<file path="config.mk">
export PLATFORM = sky130hd
export DESIGN_NAME = init_phase2_ten_bit_data_map
export DESIGN_NICKNAME = d
export VERILOG_FILES = /design/src/verilog/phase2_map_pkg.sv /design/src/verilog/phase2_nibble_map.sv /design/src/verilog/phase2_sequencer.sv /design/src/verilog/init_phase2_ten_bit_data_map.sv
export SDC_FILE = /design/constraint.sdc
export NUM_CORES = 1
export LEC_CHECK = 0
export BUFFER_PORTS_ARGS = -buffer_cell sky130_fd_sc_hd__clkbuf_2
export CAP_MARGIN = 20
export CORE_MARGIN = 4
export CORE_UTILIZATION = 52
export DETAILED_ROUTE_END_ITERATION = 8
export PLACE_DENSITY = 0.74
export REMOVE_ABC_BUFFERS = 1
export SYNTH_ARGS = -nofsm -noshare
export SYNTH_HDL_FRONTEND = slang
export SYNTH_SLANG_ARGS = --single-unit
</file>
<file path="constraint.sdc">
create_clock -name CLK -period 2.6 [get_ports CLK]
set_input_delay 0.65 -clock CLK [delete_from_list [all_inputs] [get_ports CLK]]
set_output_delay 0.65 -clock CLK [all_outputs]
set_load 0.1 [all_outputs]
</file>
<file path="src/verilog/phase2_map_pkg.sv">
package phase2_map_pkg;

    // clock and slot timing
    localparam int CLK_PERIOD_NS = 40;
    localparam int ASYNC_PERIOD_US = 228;
    localparam int SYNC_PERIOD_US = 500;
    localparam int ASYNC_PERIOD_CYCLES =
        (ASYNC_PERIOD_US * 1000) / CLK_PERIOD_NS;

    // frame shape
    localparam int FIELD_COUNT = 32;
    localparam logic [3:0] REPEAT_ASYNC = 4'h8;
    localparam logic [3:0] REPEAT_SYNC = 4'h4;

    // hard-coded nibbles
    localparam logic [3:0] PROTOCOL_REV_CODE = 4'h4;
    localparam logic [3:0] BLOCK_COUNT_HIGH = 4'h2;
    localparam logic [3:0] BLOCK_COUNT_LOW = 4'h0;
    localparam logic [3:0] SENSOR_TYPE_HIGH = 4'h0;
    localparam logic [3:0] SENSOR_TYPE_LOW = 4'h1;
    localparam logic [3:0] AXIS_CODE_0 = 4'h0;
    localparam logic [3:0] AXIS_CODE_1 = 4'h4;
    localparam logic [3:0] AXIS_CODE_2 = 4'h8;
    localparam logic [3:0] AXIS_CODE_3 = 4'hc;
    localparam logic [3:0] RANGE_CODE_60G = 4'h7;
    localparam logic [3:0] RANGE_CODE_120G = 4'h8;
    localparam logic [3:0] RANGE_CODE_240G = 4'h9;
    localparam logic [3:0] RANGE_CODE_480G = 4'ha;
    localparam logic [3:0] ZERO_NIBBLE = 4'h0;

    // register byte offsets
    localparam logic [4:0] CONTROL_OFFSET = 5'h00;
    localparam logic [4:0] MANUFACTURER_OFFSET = 5'h04;
    localparam logic [4:0] CONFIG_OFFSET = 5'h08;
    localparam logic [4:0] DATE_OFFSET = 5'h0c;
    localparam logic [4:0] SERIAL_OFFSET = 5'h10;
    localparam logic [4:0] REVISION_OFFSET = 5'h14;
    localparam logic [4:0] STATUS_OFFSET = 5'h18;

    // control field positions
    localparam int CTRL_EXT_BIT = 0;
    localparam int CTRL_SYNC_BIT = 1;
    localparam int CTRL_START_BIT = 2;
    localparam int CTRL_AXIS_LSB = 4;
    localparam int CTRL_RANGE_LSB = 6;

    // reset values
    localparam logic [7:0] MANUFACTURER_RESET = 8'h00;
    localparam logic [7:0] CONFIG_ONE_RESET = 8'h20;
    localparam logic [7:0] CONFIG_RESET = 8'h00;
    localparam logic [31:0] SERIAL_RESET = 32'h0000_0000;
    localparam logic [7:0] REVISION_RESET = 8'h00;

    typedef enum logic [1:0] {
        RANGE_60G = 2'h0,
        RANGE_120G = 2'h1,
        RANGE_240G = 2'h2,
        RANGE_480G = 2'h3
    } range_type;

    // programmed content of the frame
    typedef struct packed {
        logic ext_enable;
        logic [1:0] axis_dir;
        range_type range_sel;
        logic [7:0] manufacturer_code_field;
        logic [7:0] device_config_byte_one;
        logic [7:0] device_config_byte_two;
        logic [7:0] device_config_byte_six;
        logic [6:0] julian_year;
        logic [3:0] julian_month;
        logic [3:0] julian_day;
        logic [31:0] serial;
        logic [7:0] revision;
    } frame_cfg_type;

    // self-test results from the measurement path
    typedef struct packed {
        logic offset_valid;
        logic [9:0] offset_raw;
        logic avg_valid;
        logic [9:0] self_test_average;
    } self_test_type;

    // one transmission
    typedef struct packed {
        logic is_id;
        logic [3:0] nibble;
    } tx_word_type;

endpackage

</file>
<file path="src/verilog/phase2_nibble_map.sv">
`timescale 1ns/1ps
module phase2_nibble_map
    import phase2_map_pkg::*;
(
    // frame position
    input wire logic [4:0] field,
    // content sources
    input wire frame_cfg_type cfg,
    input wire self_test_type st,
    // mapped nibbles
    output logic [3:0] id_nibble,
    output logic [3:0] data_nibble
);

    logic [3:0] off_n0;
    logic [3:0] off_n1;
    logic [1:0] off_hi;
    logic [1:0] avg_lo;
    logic [3:0] avg_n1;
    logic [3:0] avg_n2;

    // identifier wraps every sixteen fields
    assign id_nibble = field[3:0];

    // unfinished results go out as zero
    assign off_n0 = st.offset_valid ? st.offset_raw[3:0] : ZERO_NIBBLE; // [RULE11]
    assign off_n1 = st.offset_valid ? st.offset_raw[7:4] : ZERO_NIBBLE; // [RULE11]
    assign off_hi = st.offset_valid ? st.offset_raw[9:8] : 2'h0; // [RULE11]
    assign avg_lo = st.avg_valid ? st.self_test_average[1:0] : 2'h0; // [RULE11]
    assign avg_n1 = st.avg_valid ? st.self_test_average[5:2] : ZERO_NIBBLE;
    assign avg_n2 = st.avg_valid ? st.self_test_average[9:6] : ZERO_NIBBLE;

    // data nibble per field
    always_comb begin
        data_nibble = ZERO_NIBBLE;
        unique case (field)
            5'd0: data_nibble = PROTOCOL_REV_CODE; // [RULE1]
            5'd1: data_nibble = BLOCK_COUNT_HIGH; // [RULE2]
            5'd2: data_nibble = BLOCK_COUNT_LOW; // [RULE2]
            5'd3: data_nibble = cfg.manufacturer_code_field[7:4]; // [RULE3]
            5'd4: data_nibble = cfg.manufacturer_code_field[3:0]; // [RULE3]
            5'd5: data_nibble = SENSOR_TYPE_HIGH; // [RULE4]
            5'd6: data_nibble = SENSOR_TYPE_LOW; // [RULE4]
            5'd7: begin
                unique case (cfg.axis_dir) // [RULE5]
                    2'h0: data_nibble = AXIS_CODE_0;
                    2'h1: data_nibble = AXIS_CODE_1;
                    2'h2: data_nibble = AXIS_CODE_2;
                    2'h3: data_nibble = AXIS_CODE_3;
                endcase
            end
            5'd8: begin
                unique case (cfg.range_sel) // [RULE6]
                    RANGE_60G: data_nibble = RANGE_CODE_60G;
                    RANGE_120G: data_nibble = RANGE_CODE_120G;
                    RANGE_240G: data_nibble = RANGE_CODE_240G;
                    RANGE_480G: data_nibble = RANGE_CODE_480G;
                endcase
            end
            5'd9: data_nibble = cfg.device_config_byte_two[7:4]; // [RULE13]
            5'd10: data_nibble = cfg.device_config_byte_two[3:0]; // [RULE13]
            5'd11: data_nibble = cfg.revision[7:4]; // [RULE13]
            5'd12: data_nibble = cfg.revision[3:0]; // [RULE13]
            5'd13: data_nibble = cfg.device_config_byte_six[3:0]; // [RULE13]
            5'd14: data_nibble = cfg.julian_year[6:3]; // [RULE7]
            5'd15: data_nibble = {cfg.julian_year[2:0],
                                  cfg.julian_month[3]}; // [RULE7]
            5'd16: data_nibble = {cfg.julian_month[2:0],
                                  cfg.julian_day[1]}; // [RULE7]
            5'd17: data_nibble = cfg.julian_day[3:0]; // [RULE7]
            5'd18: data_nibble = cfg.serial[7:4]; // [RULE12]
            5'd19: data_nibble = cfg.serial[3:0]; // [RULE12]
            5'd20: data_nibble = cfg.serial[15:12]; // [RULE12]
            5'd21: data_nibble = cfg.serial[11:8]; // [RULE12]
            5'd22: data_nibble = cfg.serial[23:20]; // [RULE12]
            5'd23: data_nibble = cfg.serial[19:16]; // [RULE12]
            5'd24: data_nibble = cfg.serial[31:28]; // [RULE12]
            5'd25: data_nibble = cfg.serial[27:24]; // [RULE12]
            5'd26: data_nibble = cfg.ext_enable ? off_n0 : ZERO_NIBBLE; // [RULE8] [RULE9]
            5'd27: data_nibble = cfg.ext_enable ? off_n1 : ZERO_NIBBLE; // [RULE8] [RULE9]
            5'd28: data_nibble = cfg.ext_enable ?
                {avg_lo, off_hi} : ZERO_NIBBLE; // [RULE8] [RULE9]
            5'd29: data_nibble = cfg.ext_enable ? avg_n1 : ZERO_NIBBLE; // [RULE8] [RULE9]
            5'd30: data_nibble = cfg.ext_enable ? avg_n2 : ZERO_NIBBLE; // [RULE8] [RULE9]
            5'd31: data_nibble = cfg.ext_enable ?
                cfg.device_config_byte_one[7:4] : ZERO_NIBBLE; // [RULE10] [RULE9]
        endcase
    end

endmodule

</file>
<file path="src/verilog/phase2_sequencer.sv">
`timescale 1ns/1ps
module phase2_sequencer
    import phase2_map_pkg::*;
#(
    parameter int FIELDS = FIELD_COUNT
) (
    // clock and reset
    input wire logic clk,
    input wire logic nrst,
    // control
    input wire logic start,
    input wire logic slot,
    input wire logic [3:0] repeat_count,
    // progress
    output logic fire,
    output logic fire_is_id,
    output logic [4:0] field,
    output logic [3:0] rep,
    output logic active,
    output logic done
);

    if (FIELDS < 1 || FIELDS > 32) begin : g_check
        $error("phase2_sequencer: FIELDS must be 1 to 32");
    end

    typedef enum logic [3:0] {
        S_IDLE = 4'b0001,
        S_ID = 4'b0010,
        S_DATA = 4'b0100,
        S_DONE = 4'b1000
    } seq_state_type;

    localparam logic [4:0] LAST_FIELD = 5'(FIELDS - 1);

    seq_state_type state_q;
    logic [4:0] field_q;
    logic [3:0] rep_q;
    logic last_rep;

    assign last_rep = (rep_q == repeat_count - 4'h1);
    assign fire = slot && (state_q == S_ID || state_q == S_DATA);
    assign fire_is_id = (state_q == S_ID); // [RULE14]
    assign field = field_q;
    assign rep = rep_q;
    assign active = (state_q == S_ID || state_q == S_DATA);
    assign done = (state_q == S_DONE);

    // identifier then data, k times per field, then next field
    always_ff @(posedge clk or negedge nrst) begin
        if (!nrst) begin
            state_q <= S_IDLE;
            field_q <= 5'h00;
            rep_q <= 4'h0;
        end else if (start) begin
            state_q <= S_ID;
            field_q <= 5'h00;
            rep_q <= 4'h0;
        end else if (slot) begin
            unique case (state_q)
                S_IDLE: state_q <= S_IDLE;
                S_ID: state_q <= S_DATA; // [RULE14]
                S_DATA: begin
                    if (!last_rep) begin
                        rep_q <= rep_q + 4'h1; // [RULE14]
                        state_q <= S_ID;
                    end else if (field_q == LAST_FIELD) begin
                        rep_q <= 4'h0;
                        state_q <= S_DONE;
                    end else begin
                        rep_q <= 4'h0;
                        field_q <= field_q + 5'h01;
                        state_q <= S_ID;
                    end
                end
                S_DONE: state_q <= S_DONE;
            endcase
        end
    end

endmodule

</file>
<file path="src/verilog/init_phase2_ten_bit_data_map.sv">
// Our own choices: the address map and the Avalon-MM interface to the registers.
`timescale 1ns/1ps
// Overview of operation
// [RULE1] Field one, identifier 0000, always carries protocol revision 0100.
// [RULE2] Fields two and three carry the block count 32 as 0010 then 0000.
// [RULE3] Fields four and five carry the programmed manufacturer code.
// [RULE4] Fields six and seven carry sensor type high-g as 0000 then 0001.
// [RULE5] Field eight maps the axis select 00,01,10,11 to 0000,0100,1000,1100.
// [RULE6] Field nine gives the range code 0111,1000,1001,1010 for 60g to 480g.
// [RULE7] Fields fifteen to eighteen carry the Julian date bits in order; field seventeen ends with day bit 1, not day bit 3.
// [RULE8] Fields 27 to 31 carry raw offset and self-test average, mixed at 29.
// [RULE9] With extended data disabled, fields 27 to 32 carry 0000.
// [RULE10] Field 32 carries the upper nibble of configuration byte one.
// [RULE11] Offset or average not yet finished when due is sent as zeros.
// [RULE12] Fields 19 to 26 carry serial bytes zero to three, high nibble first.
// [RULE13] Fields 10 to 14 carry config byte two, revision, config byte six.
// [RULE14] Each field goes as identifier then data, that pair repeated k times.
// [RULE15] k is 8 in asynchronous mode at 228 us and 4 in sync mode at 500 us.
module init_phase2_ten_bit_data_map
    import phase2_map_pkg::*;
#(
    parameter int ASYNC_CYCLES = ASYNC_PERIOD_CYCLES
) (
    // clock and reset
    input wire logic CLK,
    input wire logic NRST,
    // avalon-mm slave
    input wire logic [4:0] AVS_ADDRESS,
    input wire logic AVS_READ,
    input wire logic AVS_WRITE,
    input wire logic [31:0] AVS_WRITEDATA,
    input wire logic [3:0] AVS_BYTEENABLE,
    output logic [31:0] AVS_READDATA,
    output logic AVS_WAITREQUEST,
    // sync pulse pin
    input wire logic SYNC_PULSE,
    // self-test results, same clock
    input wire logic OFFSET_VALID,
    input wire logic [9:0] OFFSET_RAW,
    input wire logic AVG_VALID,
    input wire logic [9:0] SELF_TEST_AVERAGE,
    // transmitter side
    output logic TX_STROBE,
    output logic TX_IS_ID,
    output logic [3:0] TX_NIBBLE,
    output logic PHASE2_ACTIVE,
    output logic PHASE2_DONE
);

    if (ASYNC_CYCLES < 2 || ASYNC_CYCLES > 65535) begin : g_check
        $error("init_phase2_ten_bit_data_map: ASYNC_CYCLES out of range");
    end

    // byte-lane merge of a write into a word
    function automatic logic [31:0] merge_lanes(
        input logic [31:0] old_word,
        input logic [31:0] new_word,
        input logic [3:0] lanes
    );
        logic [31:0] result;
        result = old_word;
        for (int i = 0; i < 4; i++) begin
            if (lanes[i]) begin
                result[i*8 +: 8] = new_word[i*8 +: 8];
            end
        end
        return result;
    endfunction

    // programmable content
    logic ext_q;
    logic sync_mode_q;
    logic [1:0] axis_q;
    logic [1:0] range_q;
    logic [7:0] mfg_q;
    logic [7:0] cfg_one_q;
    logic [7:0] cfg_two_q;
    logic [7:0] cfg_six_q;
    logic [6:0] year_q;
    logic [3:0] month_q;
    logic [3:0] day_q;
    logic [31:0] serial_q;
    logic [7:0] revision_q;
    logic start_q;

    // bus handshake
    logic wait_q;
    logic [31:0] rdata_q;
    logic take_write;
    logic [31:0] ctrl_word;
    logic [31:0] cfg_word;
    logic [31:0] date_word;
    logic [31:0] status_word;
    logic [31:0] ctrl_new;
    logic [31:0] cfg_new;
    logic [31:0] date_new;
    logic [31:0] serial_new;
    logic [31:0] mfg_new;
    logic [31:0] rev_new;

    // slot timing
    logic sync_meta_q;
    logic sync_s_q;
    logic sync_prev_q;
    logic [15:0] timer_q;
    logic timer_wrap;
    logic slot;

    // sequencer and map
    frame_cfg_type cfg;
    self_test_type st;
    logic fire;
    logic fire_is_id;
    logic [4:0] field;
    logic [3:0] rep;
    logic seq_active;
    logic seq_done;
    logic [3:0] id_nibble;
    logic [3:0] data_nibble;
    logic [3:0] repeat_count;
    tx_word_type word_q;
    logic strobe_q;
    logic active_q;
    logic done_q;

    localparam logic [15:0] TIMER_LAST = 16'(ASYNC_CYCLES - 1);

    // register images
    assign ctrl_word = {24'h0, range_q, axis_q, 1'b0, 1'b0,
                        sync_mode_q, ext_q};
    assign cfg_word = {8'h0, cfg_six_q, cfg_two_q, cfg_one_q};
    assign date_word = {12'h0, day_q, 4'h0, month_q, 1'b0, year_q};
    assign status_word = {13'h0, rep[2:0], 3'h0, field,
                          6'h0, seq_done, seq_active};
    assign ctrl_new = merge_lanes(ctrl_word, AVS_WRITEDATA, AVS_BYTEENABLE);
    assign cfg_new = merge_lanes(cfg_word, AVS_WRITEDATA, AVS_BYTEENABLE);
    assign date_new = merge_lanes(date_word, AVS_WRITEDATA, AVS_BYTEENABLE);
    assign serial_new = merge_lanes(serial_q, AVS_WRITEDATA, AVS_BYTEENABLE);
    assign mfg_new = merge_lanes({24'h0, mfg_q}, AVS_WRITEDATA,
                                 AVS_BYTEENABLE);
    assign rev_new = merge_lanes({24'h0, revision_q}, AVS_WRITEDATA,
                                 AVS_BYTEENABLE);

    // write commits on the edge where waitrequest is seen low
    assign take_write = AVS_WRITE && !wait_q;

    // one wait state, then a one-cycle acknowledge
    always_ff @(posedge CLK or negedge NRST) begin
        if (!NRST) begin
            wait_q <= 1'b1;
        end else begin
            wait_q <= !(AVS_READ || AVS_WRITE) || !wait_q;
        end
    end

    // read data captured with the acknowledge
    always_ff @(posedge CLK or negedge NRST) begin
        if (!NRST) begin
            rdata_q <= 32'h0000_0000;
        end else if (AVS_READ && wait_q) begin
            unique case (AVS_ADDRESS)
                CONTROL_OFFSET: rdata_q <= ctrl_word;
                MANUFACTURER_OFFSET: rdata_q <= {24'h0, mfg_q};
                CONFIG_OFFSET: rdata_q <= cfg_word;
                DATE_OFFSET: rdata_q <= date_word;
                SERIAL_OFFSET: rdata_q <= serial_q;
                REVISION_OFFSET: rdata_q <= {24'h0, revision_q};
                STATUS_OFFSET: rdata_q <= status_word;
                default: rdata_q <= 32'h0000_0000; // unmapped reads zero
            endcase
        end
    end

    // control register and start pulse
    always_ff @(posedge CLK or negedge NRST) begin
        if (!NRST) begin
            ext_q <= 1'b0;
            sync_mode_q <= 1'b0;
            axis_q <= 2'h0;
            range_q <= 2'h0;
            start_q <= 1'b0;
        end else begin
            start_q <= 1'b0;
            if (take_write && AVS_ADDRESS == CONTROL_OFFSET) begin
                ext_q <= ctrl_new[CTRL_EXT_BIT];
                sync_mode_q <= ctrl_new[CTRL_SYNC_BIT];
                axis_q <= ctrl_new[CTRL_AXIS_LSB +: 2];
                range_q <= ctrl_new[CTRL_RANGE_LSB +: 2];
                start_q <= AVS_BYTEENABLE[0] &&
                           AVS_WRITEDATA[CTRL_START_BIT];
            end
        end
    end

    // content registers
    always_ff @(posedge CLK or negedge NRST) begin
        if (!NRST) begin
            mfg_q <= MANUFACTURER_RESET;
            cfg_one_q <= CONFIG_ONE_RESET;
            cfg_two_q <= CONFIG_RESET;
            cfg_six_q <= CONFIG_RESET;
            year_q <= 7'h00;
            month_q <= 4'h0;
            day_q <= 4'h0;
            serial_q <= SERIAL_RESET;
            revision_q <= REVISION_RESET;
        end else if (take_write) begin
            unique case (AVS_ADDRESS)
                MANUFACTURER_OFFSET: mfg_q <= mfg_new[7:0];
                CONFIG_OFFSET: begin
                    cfg_one_q <= cfg_new[7:0];
                    cfg_two_q <= cfg_new[15:8];
                    cfg_six_q <= cfg_new[23:16];
                end
                DATE_OFFSET: begin
                    year_q <= date_new[6:0];
                    month_q <= date_new[11:8];
                    day_q <= date_new[19:16];
                end
                SERIAL_OFFSET: serial_q <= serial_new;
                REVISION_OFFSET: revision_q <= rev_new[7:0];
                default: ; // control handled apart, others ignored
            endcase
        end
    end

    // sync pulse pin through two flops, then edge detect
    always_ff @(posedge CLK or negedge NRST) begin
        if (!NRST) begin
            sync_meta_q <= 1'b0;
            sync_s_q <= 1'b0;
            sync_prev_q <= 1'b0;
        end else begin
            sync_meta_q <= SYNC_PULSE;
            sync_s_q <= sync_meta_q;
            sync_prev_q <= sync_s_q;
        end
    end

    // free-running slot timer for asynchronous mode
    always_ff @(posedge CLK or negedge NRST) begin
        if (!NRST) begin
            timer_q <= 16'h0000;
        end else if (start_q || timer_wrap) begin
            timer_q <= 16'h0000;
        end else begin
            timer_q <= timer_q + 16'h0001;
        end
    end

    assign timer_wrap = (timer_q == TIMER_LAST);
    assign slot = sync_mode_q ? (sync_s_q && !sync_prev_q) : timer_wrap;
    assign repeat_count = sync_mode_q ? REPEAT_SYNC : REPEAT_ASYNC; // [RULE15]

    assign cfg = '{
        ext_enable: ext_q,
        axis_dir: axis_q,
        range_sel: range_type'(range_q),
        manufacturer_code_field: mfg_q,
        device_config_byte_one: cfg_one_q,
        device_config_byte_two: cfg_two_q,
        device_config_byte_six: cfg_six_q,
        julian_year: year_q,
        julian_month: month_q,
        julian_day: day_q,
        serial: serial_q,
        revision: revision_q
    };

    // results count only once their phase is complete
    assign st = '{
        offset_valid: OFFSET_VALID, // [RULE11]
        offset_raw: OFFSET_RAW,
        avg_valid: AVG_VALID, // [RULE11]
        self_test_average: SELF_TEST_AVERAGE
    };

    phase2_sequencer #(
        .FIELDS(FIELD_COUNT)
    ) u_seq (
        .clk(CLK),
        .nrst(NRST),
        .start(start_q),
        .slot(slot),
        .repeat_count(repeat_count),
        .fire(fire),
        .fire_is_id(fire_is_id),
        .field(field),
        .rep(rep),
        .active(seq_active),
        .done(seq_done)
    );

    phase2_nibble_map u_map (
        .field(field),
        .cfg(cfg),
        .st(st),
        .id_nibble(id_nibble),
        .data_nibble(data_nibble)
    );

    // transmit word registered on each slot while the sequencer is active
    always_ff @(posedge CLK or negedge NRST) begin
        if (!NRST) begin
            word_q <= '{is_id: 1'b0, nibble: 4'h0};
            strobe_q <= 1'b0;
        end else begin
            strobe_q <= fire;
            if (fire) begin
                word_q.is_id <= fire_is_id; // [RULE14]
                word_q.nibble <= fire_is_id ? id_nibble : data_nibble;
            end
        end
    end

    // phase status flags
    always_ff @(posedge CLK or negedge NRST) begin
        if (!NRST) begin
            active_q <= 1'b0;
            done_q <= 1'b0;
        end else begin
            active_q <= seq_active;
            done_q <= seq_done;
        end
    end

    assign AVS_READDATA = rdata_q;
    assign AVS_WAITREQUEST = wait_q;
    assign TX_STROBE = strobe_q;
    assign TX_IS_ID = word_q.is_id;
    assign TX_NIBBLE = word_q.nibble;
    assign PHASE2_ACTIVE = active_q;
    assign PHASE2_DONE = done_q;

endmodule

</file>
==> results of run 1 <==
[report_power, final]
group          internal (mW)  total (mW)  switching (mW)
logic                  0.282       0.638           0.356
clock network           1.64        2.64           0.999
registers               2.80        3.02           0.226
total                   4.72        6.30            1.58
[layer usage]
layer / GRT usage (%) / up-vias / share of wire (%)
met1: 37.17 / 3455 / 42
met3: 5.814 / 54 / 5.1
li1: - / 3055 / -
met5: 0 / - / 0
met2: 48.32 / 214 / 50
met4: 10.75 / 0 / 2.9
[flip-flops by register name, indices dropped and copies added (netlist names), 7 cells and up]
register,count
cfg_one_q,8
revision_q,8
AVS_READDATA,32
timer_q,16
year_q,7
cfg_two_q,8
serial_q,32
cfg_six_q,8
mfg_q,8
[cell type report]
| cell class | instances | area [sq um] |
|---|---|---|
| clock buffer | 21 | 460.4 |
| clock inverter | 8 | 148.9 |
| fill | 1279 | 5514 |
| inverter | 10 | 37.54 |
| multi-input combinational | 532 | 3880 |
| sequential | 167 | 4183 |
| tap | 211 | 264.0 |
| timing repair buffer | 152 | 939.7 |
[per-stage QoR]
step	cell area (sq um)	instances	hold WS (ps)	power, mW	worst slack (ps)
global route	9913	1101	262.9	6.514	12.24
global placement	9291	1072	348.5	3.652	180.4
CTS	9901	1101	233.1	6.324	143.1
detailed placement	9291	1072	348.4	3.700	136.5
finish	9913	1101	217.1	6.304	156.6
floorplan	8088	709	331.2	3.357	76.98
[kinds of logic (layout without fill, tap and decap cells)]
kind of cell               count (synthesis)  in the layout  share of synthesized area, %
DFF                                      167            167                         50.48
and+or+nand+nor                          239            239                         15.07
buffers and inverters                     61            191                         2.839
adders and majority gates                 10             10                         1.510
AOI/OAI and AO/OA                        147            147                         12.43
muxes                                    118            118                         15.77
xor gates and xnor gates                  18             18                         1.903
[critical path: cells and delay by family (launching register included)]
family / cells / cell delay [ps]
simple gates: 5 / 1590
flops: 1 / 420
compound gates: 1 / 370
[final timing paths]
path,to,cells past startpoint
worst max-delay path,u_seq.field[3],6
worst min-delay path,timer_q[7],1
worst max register to register,u_seq.field[3],6
worst min register to register,sync_s_q,0
max in group asynchronous,u_seq.state_q[0],2
min in group CLK,sync_meta_q,1
[synthesized netlist by cell type, types with 4 or more instances]
cell / n
dfrtp_1: 164
mux2_2: 100
nand2_1: 62
nor2_1: 49
o21ai_0: 42
clkbuf_1: 40
nand3_1: 28
a22oi_1: 24
and3_1: 19
mux2i_1: 18
a21oi_1: 17
nand4_1: 17
a221oi_1: 13
nor2b_1: 12
ha_1: 10
inv_1: 10
nor3_1: 10
xor2_1: 10
a222oi_1: 8
xnor2_1: 8
buf_1: 6
a21o_1: 5
a221o_1: 5
a32oi_1: 5
buf_2: 5
nand3b_1: 5
nor4_1: 5
a31oi_1: 4
nand2b_1: 4
nand4b_1: 4
or3_1: 4
[what timing repair did]
action                                  4_1_cts  5_1_grt
gates resized for setup                       0        3
hold buffers                                  0        0
endpoints found under the setup margin        0        2
==> impl_metrics.json, run 1 <==
{
  "synth_top_area_share_pct": 49.53,
  "slowest_delay_ps": 490,
  "synthTopCellsByArea": "dfrtp_1, mux2_2, nand2_1, o21ai_0, nor2_1",
  "maxCapViolations": 0,
  "final_cell_mix": "dfrtp_1, clkbuf_2, mux2_2",
  "place.port_buffers": 108,
  "path_class": "flip-flop to flip-flop",
  "vias_per_cell": 6.156,
  "diodes": 0,
  "yosysUniqueCellTypes": 54,
  "r2r_slack_ps": 160,
  "critPathLaunch": "timer_q[4]",
  "ys_seq_area_share_pct": 50.48,
  "crit_fanout": 11,
  "timing.final.crit_share_pct": 93.98,
  "die_h_microns": 134.2,
  "dieWidth_microns": 134.2,
  "worstMarginPinSlew_ps": 777.3,
  "grt_pass1_wl_microns": 40050,
  "cts.sinks": 167,
  "yosys_warnings": 0,
  "drive_above_1_share_pct": 32.58,
  "critPathLaunchType": "flip-flop",
  "grt_max_degree": 67,
  "grt_pass1_vias": 7131,
  "clock_tree.htree_level_count": 4,
  "min_period_ps": 2443,
  "fin_util_pct": 64.26,
  "hp-class": "primary input to asynchronous set/reset pin",
  "drc": 0,
  "setup_viol": 0,
  "outcome": "finished, final reports clean",
  "hold_violations": 0,
  "avgRoutedWirePerCell_microns": 22.96,
  "avgSynthCellArea_sq_um": 10.90,
  "place_hpwl_microns": 18940,
  "cp-end-kind": "flip-flop",
  "io_pins": 109,
  "required_ps": 2970,
  "syn_inst": 760,
  "yosysTopAreaCell": "dfrtp_1",
  "power_density_nw_per_um2": 635.9,
  "antenna_found_initial": 0,
  "ant_nets": 0,
  "grt-ovfl-total": 0,
  "ys_ff_latch": 167,
  "dr.pass1.iters": 5,
  "drt-initial-drc-count": 491,
  "synth_edf_count": 0,
  "clkLatencyLatePin_ps": 430,
  "worstPathArrival_ps": 2810,
  "post-cts-setup-buffers": 0,
  "nNetsFinal": 958,
  "syn_to_final_growth_pct": 19.65,
  "place_congestion": 0.9881,
  "rows": 45,
  "cts_tree": "built",
  "reg2reg_from": "timer_q[4]",
  "clock_tree.buffer_depth": 2,
  "final_common_cell": "dfrtp_1",
  "grt_usage_pct": 28.82,
  "die-area_sq_um": 18020,
  "drv_slew": 0,
  "cp_slowest_cell": "or3_1",
  "syn_area_sq_um": 8285,
  "tns_ps": 0,
  "dr_total_vias": 6778,
  "routed_wl_microns": 25270,
  "peakVddDrop_mv": 0.4747,
  "fmax_mhz": 409.3,
  "worstPathCellList": "nor4b_2, nand4_1, o22a_1, or3_1, or4_1, nand2_1",
  "synth-main-ff-cell": "dfrtp_1",
  "leakagePower_nw": 4.776,
  "cts-root-buf": "clkbuf_16",
  "slew_headroom_pct": 48.08,
  "grt_setup_unrepaired": "no",
  "cts_buffers": 17,
  "fin_skew_ps": 7.540,
  "clkSlewWorstSetupHoldPaths_ps": 60,
  "initial_core_util_pct": 53.71,
  "synth_async_sr_flop_share_pct": 100.0,
  "design.core.area_sq_um": 15430
}
Note: power is estimated with default switching activity, not from simulation.
==> run 2: changes to the inputs <==
--- a/config.mk
+++ b/config.mk
@@ -11,6 +11,7 @@
 export CORE_UTILIZATION = 52
 export DETAILED_ROUTE_END_ITERATION = 8
 export PLACE_DENSITY = 0.74
+export RECOVER_POWER = 100
 export REMOVE_ABC_BUFFERS = 1
 export SYNTH_ARGS = -nofsm -noshare
 export SYNTH_HDL_FRONTEND = slang
==> run 2 against run 1 <==
Against the previous run: the run now ends with capacitance limit, slew limit left; critical path type unchanged; routed wire length barely moved; via count hardly changed; highest routed layer unchanged; global-route usage is the same.
==> impl_metrics.json, run 2 (synthesis gave the netlist of run 1 again) <==
{
  "clkLatencyLatePin_ps": 430,
  "cp_slowest_cell": "dfrtp_1",
  "diodes": 0,
  "timing.final.crit_share_pct": 94.56,
  "grt_pass1_vias": 7131,
  "leakagePower_nw": 4.600,
  "final_common_cell": "dfrtp_1",
  "rr_worst_depth": 7,
  "slew_headroom_pct": -10.25,
  "avgRoutedWirePerCell_microns": 22.96,
  "fin_area_sq_um": 9808,
  "path_class": "flip-flop to flip-flop",
  "drive_above_1_share_pct": 26.74,
  "total_power_mw": 6.299,
  "hold_depth": 1,
  "grt_usage_pct": 28.82,
  "die-area_sq_um": 18020,
  "r2r_end": "TX_NIBBLE[0]",
  "grt_max_degree": 67,
  "dr.pass1.iters": 6,
  "place_area_sq_um": 9291,
  "design.core.area_sq_um": 15430,
  "setup_viol": 0,
  "hp-class": "primary input to flip-flop",
  "reg2reg_from": "u_seq.field[2]",
  "cts_buffers": 17,
  "place_hpwl_microns": 18940,
  "grt_setup_unrepaired": "no",
  "postCtsHoldBufs": 0,
  "fin_skew_ps": 8.078,
  "hold_violations": 0,
  "peakVddDrop_mv": 0.4819,
  "drc": 0,
  "place_congestion": 0.9881,
  "syn_to_final_growth_pct": 18.38,
  "vias_per_cell": 6.162,
  "io_pins": 109,
  "routed_wl_microns": 25280,
  "place.port_buffers": 108,
  "required_ps": 2910,
  "min_period_ps": 2459,
  "crit_path_frequent_cell": "a221o_1",
  "dieWidth_microns": 134.2,
  "fin_util_pct": 63.58,
  "cts_tree": "built",
  "cp-end-kind": "flip-flop",
  "clock_tree.htree_level_count": 4,
  "worstMarginPinSlew_ps": 1654,
  "rows": 45,
  "outcome": "finished with violations",
  "clkSlewWorstSetupHoldPaths_ps": 60,
  "critPathLaunchType": "flip-flop",
  "worstPathCellList": "buf_6, and2_1, and4_1, a221o_1, a32oi_1, nand4_1, a221o_1",
  "cts-root-buf": "clkbuf_16",
  "crit_fanout": 19,
  "dr_total_vias": 6784,
  "grt_pass1_wl_microns": 40050,
  "drt-initial-drc-count": 488,
  "fmax_mhz": 406.8,
  "r2r_slack_ps": 140,
  "min_from": "SYNC_PULSE",
  "ant_nets": 0,
  "final_cell_mix": "dfrtp_1, mux2_2, clkbuf_2",
  "power_density_nw_per_um2": 642.3,
  "drv_slew": 65,
  "cts.sinks": 167,
  "die_h_microns": 134.2,
  "nNetsFinal": 958,
  "grt-ovfl-total": 0,
  "initial_core_util_pct": 53.71,
  "holdPathEnd": "sync_meta_q",
  "violations": "capacitance limit, slew limit",
  "numPlacedInstances": 1072,
  "antenna_found_initial": 0,
  "slowest_delay_ps": 500,
  "tns_ps": 0,
  "clock_tree.buffer_depth": 2,
  "maxCapViolations": 1,
  "final_cells": 1101,
  "worstPathArrival_ps": 2770
}
-- run 2: layout make-up --
cell class	count	area, sq um
fill	1309	5619
sequential	167	4183
multi-input combinational	532	3880
timing repair buffer	152	834.6
clock buffer	21	460.4
tap	211	264.0
clock inverter	8	148.9
inverter	10	37.54
-- run 2: timing repair --
action                                  in CTS  in global routing
setup buffers                                0                  0
endpoints found under the setup margin       0                  2
resized for setup                            0                  3
-- run 2: how the worst max path moves through the flow --
| stage | from | endpoint | cells past startpoint |
|---|---|---|---|
| after floorplan | AVS_WAITREQUEST | AVS_READDATA[1] | 5 |
| after global placement | u_seq.field[2] | TX_NIBBLE[0] | 7 |
| after detailed placement | u_seq.field[0] | TX_NIBBLE[0] | 9 |
| after CTS | u_seq.field[0] | TX_NIBBLE[0] | 9 |
| after global routing | u_seq.field[0] | TX_NIBBLE[1] | 8 |
| final | u_seq.field[2] | TX_NIBBLE[0] | 7 |
-- run 2: where the power goes --
| group | total (mW) | switching, mW | internal, mW |
|---|---|---|---|
| sequential | 3.02 | 0.225 | 2.80 |
| combinational | 0.628 | 0.356 | 0.272 |
| clock | 2.65 | 1.01 | 1.64 |
| total | 6.30 | 1.59 | 4.71 |
-- run 2: through the flow --
stage | hold slack, ps | setup slack (ps)
floorplan | 331.2 | 76.98
global placement | 348.5 | 180.4
detailed placement | 348.4 | 136.5
CTS | 233.1 | 143.1
global route | 326.8 | 12.14
finish | 325.3 | 141.5
-- run 2: layer usage --
layer,GRT usage (%),routed length (microns),vias up
met3,5.814,1344,50
met5,0,0,-
met4,10.75,631,0
li1,-,-,3056
met1,37.17,10580,3462
met2,48.32,12720,216
-- run 2: critical path: cells and delay by family, from the launching register on --
family / cells / cell delay, ps
buffers and inverters: 1 / 230
AOI/OAI and AO/OA: 3 / 900
DFF: 1 / 500
and+or+nand+nor: 3 / 690
